--- config.mk ---
export PLATFORM = sky130hd
export DESIGN_NAME = srvcr_regs
export DESIGN_NICKNAME = d
export VERILOG_FILES = /design/src/pkg/srvcr_pkg.sv /design/src/hw/srvcr_regs.sv
export SDC_FILE = /design/constraint.sdc
export NUM_CORES = 1
export LEC_CHECK = 0
export BUFFER_PORTS_ARGS = -buffer_cell sky130_fd_sc_hd__buf_2
export CAP_MARGIN = 20
export CORE_ASPECT_RATIO = 1.5
export CORE_MARGIN = 2
export CORE_UTILIZATION = 49
export DETAILED_ROUTE_END_ITERATION = 7
export PLACE_DENSITY_LB_ADDON = 0.1
export RECOVER_POWER = 50
export SLEW_MARGIN = 20
export SYNTH_ARGS = -nofsm -noshare
export SYNTH_HDL_FRONTEND = slang
export SYNTH_SLANG_ARGS = --single-unit
--- constraint.sdc ---
create_clock -name aclk -period 3.06 [get_ports aclk]
set_input_delay 0.306 -clock aclk [delete_from_list [all_inputs] [get_ports aclk]]
set_output_delay 0.306 -clock aclk [all_outputs]
set_load 0.05 [all_outputs]
--- src/pkg/srvcr_pkg.sv ---
// package: register map, field layout and carrier types for the virtualisation capability registers
package srvcr_pkg;

	// ==========================================================
	// register byte addresses
	localparam logic [11:0] CAPS_OFFSET     = 12'h204;
	localparam logic [11:0] CTRL_OFFSET     = 12'h208;
	localparam logic [11:0] COUNTS_OFFSET   = 12'h20c;
	localparam logic [11:0] ENABLED_OFFSET  = 12'h210;
	localparam logic [11:0] ROUTING_OFFSET  = 12'h214;

	// ==========================================================
	// field positions
	localparam int CAPS_MIGRATION_BIT   = 0;
	localparam int CAPS_HIER_KEPT_BIT   = 1;
	localparam int CTRL_VF_ENABLE_BIT   = 0;
	localparam int CTRL_MIG_ENABLE_BIT  = 1;
	localparam int CTRL_MIG_IRQ_BIT     = 2;
	localparam int CTRL_MEM_ENABLE_BIT  = 3;
	localparam int CTRL_HIER_BIT        = 4;
	localparam int HALF_LSB             = 16;

	// ==========================================================
	// reset values and fixed values
	localparam logic        VF_ENABLE_RST    = 1'b0;
	localparam logic        MEM_ENABLE_RST   = 1'b0;
	localparam logic        HIER_RST         = 1'b0;
	localparam logic [15:0] ENABLED_RST      = 16'h0000;
	localparam logic [15:0] VF_STRIDE        = 16'h0001;

	// ==========================================================
	// axi4-lite response codes
	localparam logic [1:0] RESP_OKAY   = 2'h0;
	localparam logic [1:0] RESP_SLVERR = 2'h2;

	// software-visible control state
	typedef struct packed {
		logic        vf_enable;
		logic        mem_enable;
		logic        hier;
		logic [15:0] enabled_count;
	} srvcr_ctrl_s;

	// whole slave state
	typedef struct packed {
		logic        aw_full;
		logic [11:0] aw_addr;
		logic        w_full;
		logic [31:0] w_data;
		logic [3:0]  w_strb;
		logic        bvalid;
		logic [1:0]  bresp;
		logic        rvalid;
		logic [31:0] rdata;
		logic [1:0]  rresp;
		srvcr_ctrl_s ctrl;
	} srvcr_state_s;

	// status seen by the rest of the endpoint
	typedef struct packed {
		logic        vf_enable;
		logic        mem_enable;
		logic        hier;
		logic [15:0] enabled_count;
		logic [15:0] first_offset;
		logic [15:0] stride;
	} srvcr_status_s;

endpackage

--- src/hw/srvcr_regs.sv ---
// module: virtualisation capability and control registers behind an axi4-lite slave
`timescale 1ns/1ps

// Contract
// RL1: capabilities bit 0 reads 0, migration unsupported, read-only.
// RL2: capabilities bit 1 reads 1 only in lowest-numbered capable function.
// RL3: control bit 0 is virtual-function enable, read-write, resets 0.
// RL4: control bits 1 and 2 read-only zero.
// RL5: control bit 3 memory-space enable, read-write, resets 0.
// RL6: control bit 4 writable only in lowest capable function, resets 0.
// RL7: control bits 31:16 status, read-only zero.
// RL8: initial count bits 15:0 equal configured capacity.
// RL9: capacity in bits 31:16, read-only, set by parameter.
// RL10: enabled count bits 15:0 read-write, resets 0.
// RL11: enabled count writes accepted only while enable bit is 0.
// RL12: dependency link bits 31:16 read-only zero.
// RL13: physical function n uses routing id n.
// RL14: first offset is lower functions' counts plus function total minus index.
// RL15: stride in bits 31:16 reads fixed 1.
// RL16: virtual function m routing id is own id plus offset plus (m-1)*stride.
// RL17: reserved bits read 0, writes ignored.
module srvcr_regs #(
	parameter int unsigned  FUNC_INDEX                = 0,
	parameter int unsigned  PHYSICAL_FUNCTION_TOTAL   = 4,
	parameter bit           LOWEST_CAPABLE            = 1'b1,
	parameter logic [15:0]  VIRTUAL_FUNCTION_CAPACITY = 16'h0004,
	parameter logic [15:0]  FUNCTION0_VIRTUAL_COUNT   = 16'h0004,
	parameter logic [15:0]  FUNCTION1_VIRTUAL_COUNT   = 16'h0004,
	parameter logic [15:0]  FUNCTION2_VIRTUAL_COUNT   = 16'h0004
) (
	input  wire logic                  aclk,
	input  wire logic                  aresetn,
	input  wire logic [11:0]           s_axi_awaddr,
	input  wire logic                  s_axi_awvalid,
	output logic                       s_axi_awready,
	input  wire logic [31:0]           s_axi_wdata,
	input  wire logic [3:0]            s_axi_wstrb,
	input  wire logic                  s_axi_wvalid,
	output logic                       s_axi_wready,
	output logic [1:0]                 s_axi_bresp,
	output logic                       s_axi_bvalid,
	input  wire logic                  s_axi_bready,
	input  wire logic [11:0]           s_axi_araddr,
	input  wire logic                  s_axi_arvalid,
	output logic                       s_axi_arready,
	output logic [31:0]                s_axi_rdata,
	output logic [1:0]                 s_axi_rresp,
	output logic                       s_axi_rvalid,
	input  wire logic                  s_axi_rready,
	input  wire logic [15:0]           vf_index,
	output logic [15:0]                pf_routing_id,
	output logic [15:0]                vf_routing_id,
	output srvcr_pkg::srvcr_status_s   status
);
	import srvcr_pkg::*;

	// ==========================================================
	// fixed values derived from parameters
	localparam logic [15:0] PF_ID = 16'(FUNC_INDEX);
	localparam logic [15:0] PF_TOTAL = 16'(PHYSICAL_FUNCTION_TOTAL);
	localparam logic [15:0] LOWER_SUM =
		((FUNC_INDEX > 0) ? FUNCTION0_VIRTUAL_COUNT : 16'h0000) +
		((FUNC_INDEX > 1) ? FUNCTION1_VIRTUAL_COUNT : 16'h0000) +
		((FUNC_INDEX > 2) ? FUNCTION2_VIRTUAL_COUNT : 16'h0000);
	localparam logic [15:0] FIRST_OFFSET = LOWER_SUM + PF_TOTAL - PF_ID; // [RL14]

	srvcr_state_s st_r;
	srvcr_state_s st_nxt;
	logic         wr_fire;
	logic         rd_fire;
	logic [31:0]  wmask;
	logic [31:0]  merged;
	logic [31:0]  rd_word;
	logic         rd_hit;
	logic         wr_hit;

	// ==========================================================
	// handshakes: one write and one read slot each
	assign s_axi_awready = !st_r.aw_full && !st_r.bvalid;
	assign s_axi_wready  = !st_r.w_full && !st_r.bvalid;
	assign s_axi_arready = !st_r.rvalid;
	assign wr_fire       = st_r.aw_full && st_r.w_full && !st_r.bvalid;
	assign rd_fire       = s_axi_arvalid && s_axi_arready;

	// byte strobes widened to a bit mask
	always_comb begin
		for (int i = 0; i < 4; i++) begin
			wmask[i*8 +: 8] = {8{st_r.w_strb[i]}};
		end
	end

	// read decode on the address being offered
	always_comb begin
		rd_word = 32'h0000_0000;
		rd_hit  = 1'b1;
		unique case (s_axi_araddr & 12'hffc)
			CAPS_OFFSET: begin
				rd_word[CAPS_MIGRATION_BIT] = 1'b0; // [RL1]
				rd_word[CAPS_HIER_KEPT_BIT] = LOWEST_CAPABLE; // [RL2] [RL17]
			end
			CTRL_OFFSET: begin
				rd_word[CTRL_VF_ENABLE_BIT]  = st_r.ctrl.vf_enable; // [RL3]
				rd_word[CTRL_MIG_ENABLE_BIT] = 1'b0; // [RL4]
				rd_word[CTRL_MIG_IRQ_BIT]    = 1'b0; // [RL4]
				rd_word[CTRL_MEM_ENABLE_BIT] = st_r.ctrl.mem_enable; // [RL5]
				rd_word[CTRL_HIER_BIT]       = st_r.ctrl.hier; // [RL6] [RL7] [RL17]
			end
			COUNTS_OFFSET: begin
				rd_word = {VIRTUAL_FUNCTION_CAPACITY, VIRTUAL_FUNCTION_CAPACITY}; // [RL8] [RL9]
			end
			ENABLED_OFFSET: begin
				rd_word = {16'h0000, st_r.ctrl.enabled_count}; // [RL10] [RL12]
			end
			ROUTING_OFFSET: begin
				rd_word = {VF_STRIDE, FIRST_OFFSET}; // [RL14] [RL15]
			end
			default: begin
				rd_hit = 1'b0;
			end
		endcase
	end

	// write decode: reserved and read-only bits never stored
	always_comb begin
		merged = st_r.w_data & wmask;
		wr_hit = 1'b1;
		unique case (st_r.aw_addr & 12'hffc)
			CAPS_OFFSET, CTRL_OFFSET, COUNTS_OFFSET, ENABLED_OFFSET, ROUTING_OFFSET: begin
				wr_hit = 1'b1;
			end
			default: begin
				wr_hit = 1'b0;
			end
		endcase
	end

	// ==========================================================
	// next state
	always_comb begin
		st_nxt = st_r;
		if (s_axi_awvalid && s_axi_awready) begin
			st_nxt.aw_full = 1'b1;
			st_nxt.aw_addr = s_axi_awaddr;
		end
		if (s_axi_wvalid && s_axi_wready) begin
			st_nxt.w_full = 1'b1;
			st_nxt.w_data = s_axi_wdata;
			st_nxt.w_strb = s_axi_wstrb;
		end
		if (wr_fire) begin
			st_nxt.aw_full = 1'b0;
			st_nxt.w_full  = 1'b0;
			st_nxt.bvalid  = 1'b1;
			st_nxt.bresp   = wr_hit ? RESP_OKAY : RESP_SLVERR;
			if ((st_r.aw_addr & 12'hffc) == CTRL_OFFSET) begin
				if (wmask[CTRL_VF_ENABLE_BIT]) begin
					st_nxt.ctrl.vf_enable = merged[CTRL_VF_ENABLE_BIT]; // [RL3]
				end
				if (wmask[CTRL_MEM_ENABLE_BIT]) begin
					st_nxt.ctrl.mem_enable = merged[CTRL_MEM_ENABLE_BIT]; // [RL5]
				end
				if (LOWEST_CAPABLE && wmask[CTRL_HIER_BIT]) begin
					st_nxt.ctrl.hier = merged[CTRL_HIER_BIT]; // [RL6]
				end
			end
			// count locked while virtual functions are enabled
			if ((st_r.aw_addr & 12'hffc) == ENABLED_OFFSET && !st_r.ctrl.vf_enable) begin // [RL11]
				st_nxt.ctrl.enabled_count = (merged[15:0]) |
					(st_r.ctrl.enabled_count & ~wmask[15:0]); // [RL10]
			end
		end
		if (st_r.bvalid && s_axi_bready) begin
			st_nxt.bvalid = 1'b0;
		end
		if (rd_fire) begin
			st_nxt.rvalid = 1'b1;
			st_nxt.rdata  = rd_word;
			st_nxt.rresp  = rd_hit ? RESP_OKAY : RESP_SLVERR;
		end else if (st_r.rvalid && s_axi_rready) begin
			st_nxt.rvalid = 1'b0;
		end
	end

	// state register
	always_ff @(posedge aclk) begin
		if (!aresetn) begin
			st_r                    <= '0;
			st_r.ctrl.vf_enable     <= VF_ENABLE_RST;
			st_r.ctrl.mem_enable    <= MEM_ENABLE_RST;
			st_r.ctrl.hier          <= HIER_RST;
			st_r.ctrl.enabled_count <= ENABLED_RST;
		end else begin
			st_r <= st_nxt;
		end
	end

	// ==========================================================
	// bus outputs
	assign s_axi_bvalid = st_r.bvalid;
	assign s_axi_bresp  = st_r.bresp;
	assign s_axi_rvalid = st_r.rvalid;
	assign s_axi_rdata  = st_r.rdata;
	assign s_axi_rresp  = st_r.rresp;

	// routing ids for this function and a chosen virtual function
	assign pf_routing_id = PF_ID; // [RL13]
	assign vf_routing_id = (vf_index == 16'h0000) ? 16'h0000 :
		16'(PF_ID + FIRST_OFFSET + 16'(32'(vf_index - 16'h0001) * 32'(VF_STRIDE))); // [RL16]

	// status to the endpoint
	assign status.vf_enable     = st_r.ctrl.vf_enable;
	assign status.mem_enable    = st_r.ctrl.mem_enable;
	assign status.hier          = st_r.ctrl.hier;
	assign status.enabled_count = st_r.ctrl.enabled_count;
	assign status.first_offset  = FIRST_OFFSET;
	assign status.stride        = VF_STRIDE;

endmodule

==> results.json <==
{
  "vias": 2988,
  "cts_root_buffer": "clkbuf_16",
  "synth_top_family_by_area": "buffers and inverters",
  "fillers": 787,
  "grt-ovfl-total": 0,
  "period_needed_ps": 2150,
  "path_clk_slew_ps": 60,
  "ys.flop_type": "dfxtp_1",
  "viasPerCell": 4.72,
  "cts_made_buffers": 9,
  "holdBufCountCts": 0,
  "wl_per_cell_um": 12.2,
  "antenna_cells": 0,
  "gp_congestion": 0.716,
  "status": "complete, no violations",
  "cts_sinks": 71,
  "synthXorXnorAreaFrac_pct": 3.17,
  "worst_pin_slew_ps": 1010,
  "r2r_slack_ps": 1090,
  "pin_count": 207,
  "synth-edff-count": 0,
  "grt_pass1_wl_mm": 12.6,
  "synth_compound_area_share_pct": 9.94,
  "p_leak_nw": 1.83,
  "worstSetupPathType": "input pin to output port",
  "powerDensity_nw_per_um2": 598,
  "yosys_warnings": 0,
  "crit_slowest_cell": "nor4_1",
  "post_cts_buffers": 0,
  "crit_path_start_kind": "input pin",
  "die_area_um2": 8630,
  "clk_latency_ps": 320,
  "routed_wl_mm": 7.72,
  "endpoint_kind": "output port",
  "synthesis.area_um2": 3870,
  "cp.required_ps": 2750,
  "fin_nets": 611,
  "die_h_um": 113,
  "syn_inst": 448,
  "final_hold_viol_count": 0,
  "clock_path_buffers": 2,
  "synth_seq_cells": 71,
  "synth_cell_type_count": 47,
  "setup_viol": 0,
  "hpwl_mm": 5.77,
  "slew_viol_final": 0,
  "grt_use_total_pct": 17.9,
  "portBuffers": 120,
  "rsz0062_at_grt": "false",
  "synth-simple-area-share_pct": 19.2,
  "die_w_um": 76.5,
  "drc": 0,
  "max_slew_margin_pct": 32.4,
  "cpLargestDelayFamily": "simple AND/OR/NAND/NOR gates",
  "crit_chain": "buf_2, inv_1, ha_1, nand3b_1, nor4_1, xor2_1, buf_2",
  "layout-drive-gt1-share_pct": 18.8,
  "max_clock_freq_mhz": 466,
  "ant_nets": 0,
  "critical_path.max_stage_delay_ps": 400,
  "path_max_fanout": 6,
  "antenna_found_initial": 0,
  "grt_start_max_net_pins": 39,
  "fp-row-count": 39,
  "ctsHtreeMaxLevel": 3,
  "layout_common_cells": "nand2_1 (74), buf_2 (74), dfxtp_1 (71), conb_1 (64), clkbuf_1 (48)",
  "crit_top_cell": "buf_2",
  "max_cap_violations": 0,
  "fin_worst_skew_ps": 6.39,
  "ir_drop_uv": 347,
  "start_util_pct": 50.5,
  "synth_async_sr_flop_share_pct": 0,
  "synth_area_per_cell_um2": 8.63,
  "drt_iter0_markers": 80,
  "core_area_um2": 7660,
  "synth_adder_area_share_pct": 0.647,
  "synth_mux_area_share_pct": 7.51,
  "final_core_util_pct": 55.9,
  "dr.pass1.iters": 4,
  "hold_class": "input pin to flop",
  "ys_seq_area_share_pct": 36.8,
  "cts_tree": "built",
  "worst_ep_arrival_time_ps": 1840,
  "timing.final.crit_share_pct": 70.1,
  "grt_pass1_vias": 2689,
  "ctsResizeCount": 0,
  "area_growth_pct": 10.8,
  "fin_tns_setup_ps": 0,
  "path_buf_inv": 3
}
path summary, 6_finish.rpt:
path                                 to                   start  depth (start not counted)
hold reg to reg   st_r[73]$_SDFFE_PN0P_   st_r[73]$_SDFFE_PN0P_                          2
setup reg to reg                   flop  st_r[104]$_SDFFE_PN0P_                          3
hold / removal    st_r[67]$_SDFFE_PN0P_          s_axi_wdata[6]                          3
setup / recovery      vf_routing_id[14]             vf_index[0]                          7
cells by family after synthesis:
| logic type | Yosys count |
|---|---|
| flip-flops | 71 |
| buffers and inverters | 129 |
| AND/OR/NAND/NOR | 145 |
| other | 2 |
| AO/OA/AOI/OAI | 56 |
| XOR/XNOR | 14 |
| adder cells (fa/ha/maj) | 2 |
| multiplexers | 29 |
synthesized netlist by cell type (3+ instances only):
cell | n | area share [%]
buf_4 | 103 | 20
nand2_1 | 74 | 7.2
dfxtp_1 | 71 | 37
mux2i_1 | 29 | 7.5
a21oi_1 | 25 | 3.2
nor2_1 | 21 | 2.0
a22o_1 | 14 | 3.2
xor2_1 | 10 | 2.3
inv_1 | 9 | 0.87
clkbuf_1 | 8 | 0.78
nor4_1 | 8 | 1.3
nor3_1 | 7 | 0.91
a32o_1 | 6 | 1.6
buf_1 | 5 | 0.49
nand2b_1 | 4 | 0.65
o21ai_0 | 4 | 0.52
xnor2_1 | 4 | 0.91
buf_2 | 3 | 0.39
nand3_1 | 3 | 0.39
nor2b_1 | 3 | 0.49
tightest hold or removal path: stages:
cell and delay [ps]:
buf_2 90, nand2_1 40, a21oi_1 50
stage by stage:
stage,instances,setup WS (ps),area [um^2],power (mW),hold slack (ps)
final,633,914,4280,2.56,213
after global routing,633,724,4280,2.67,218
after CTS,633,912,4360,2.59,203
after detailed placement,617,928,4030,1.47,449
after global placement,617,957,4030,1.47,444
after floorplan,510,829,4100,1.44,436
layout make-up:
type | count | area, um^2 | area share [%]
clock inverter | 5 | 81.3 | 1.90
tap | 102 | 128 | 2.98
inverter | 10 | 37.5 | 0.876
sequential | 71 | 1420 | 33.2
clock buffer | 11 | 243 | 5.67
multi-input combinational | 310 | 1800 | 42.1
timing repair buffer | 124 | 569 | 13.3
metal layers:
| metal | up-vias | track usage [%] | share of wire [%] |
|---|---|---|---|
| li1 | 1512 | - | - |
| met2 | 125 | 30.7 | 49 |
| met3 | 14 | 5.26 | 7.9 |
| met1 | 1337 | 20.4 | 41 |
| met5 | - | 0 | 0 |
| met4 | 0 | 8.12 | 2.0 |
report_power, final:
group          leakage, nW  switching (mW)  total [mW]  internal, mW
registers            0.577          0.0222       0.978         0.956
logic                 1.09           0.375       0.472        0.0969
clock network        0.156           0.375        1.11         0.735
total                 1.83           0.773        2.56          1.79
No activity file was read; power rests on OpenSTA's default activity.
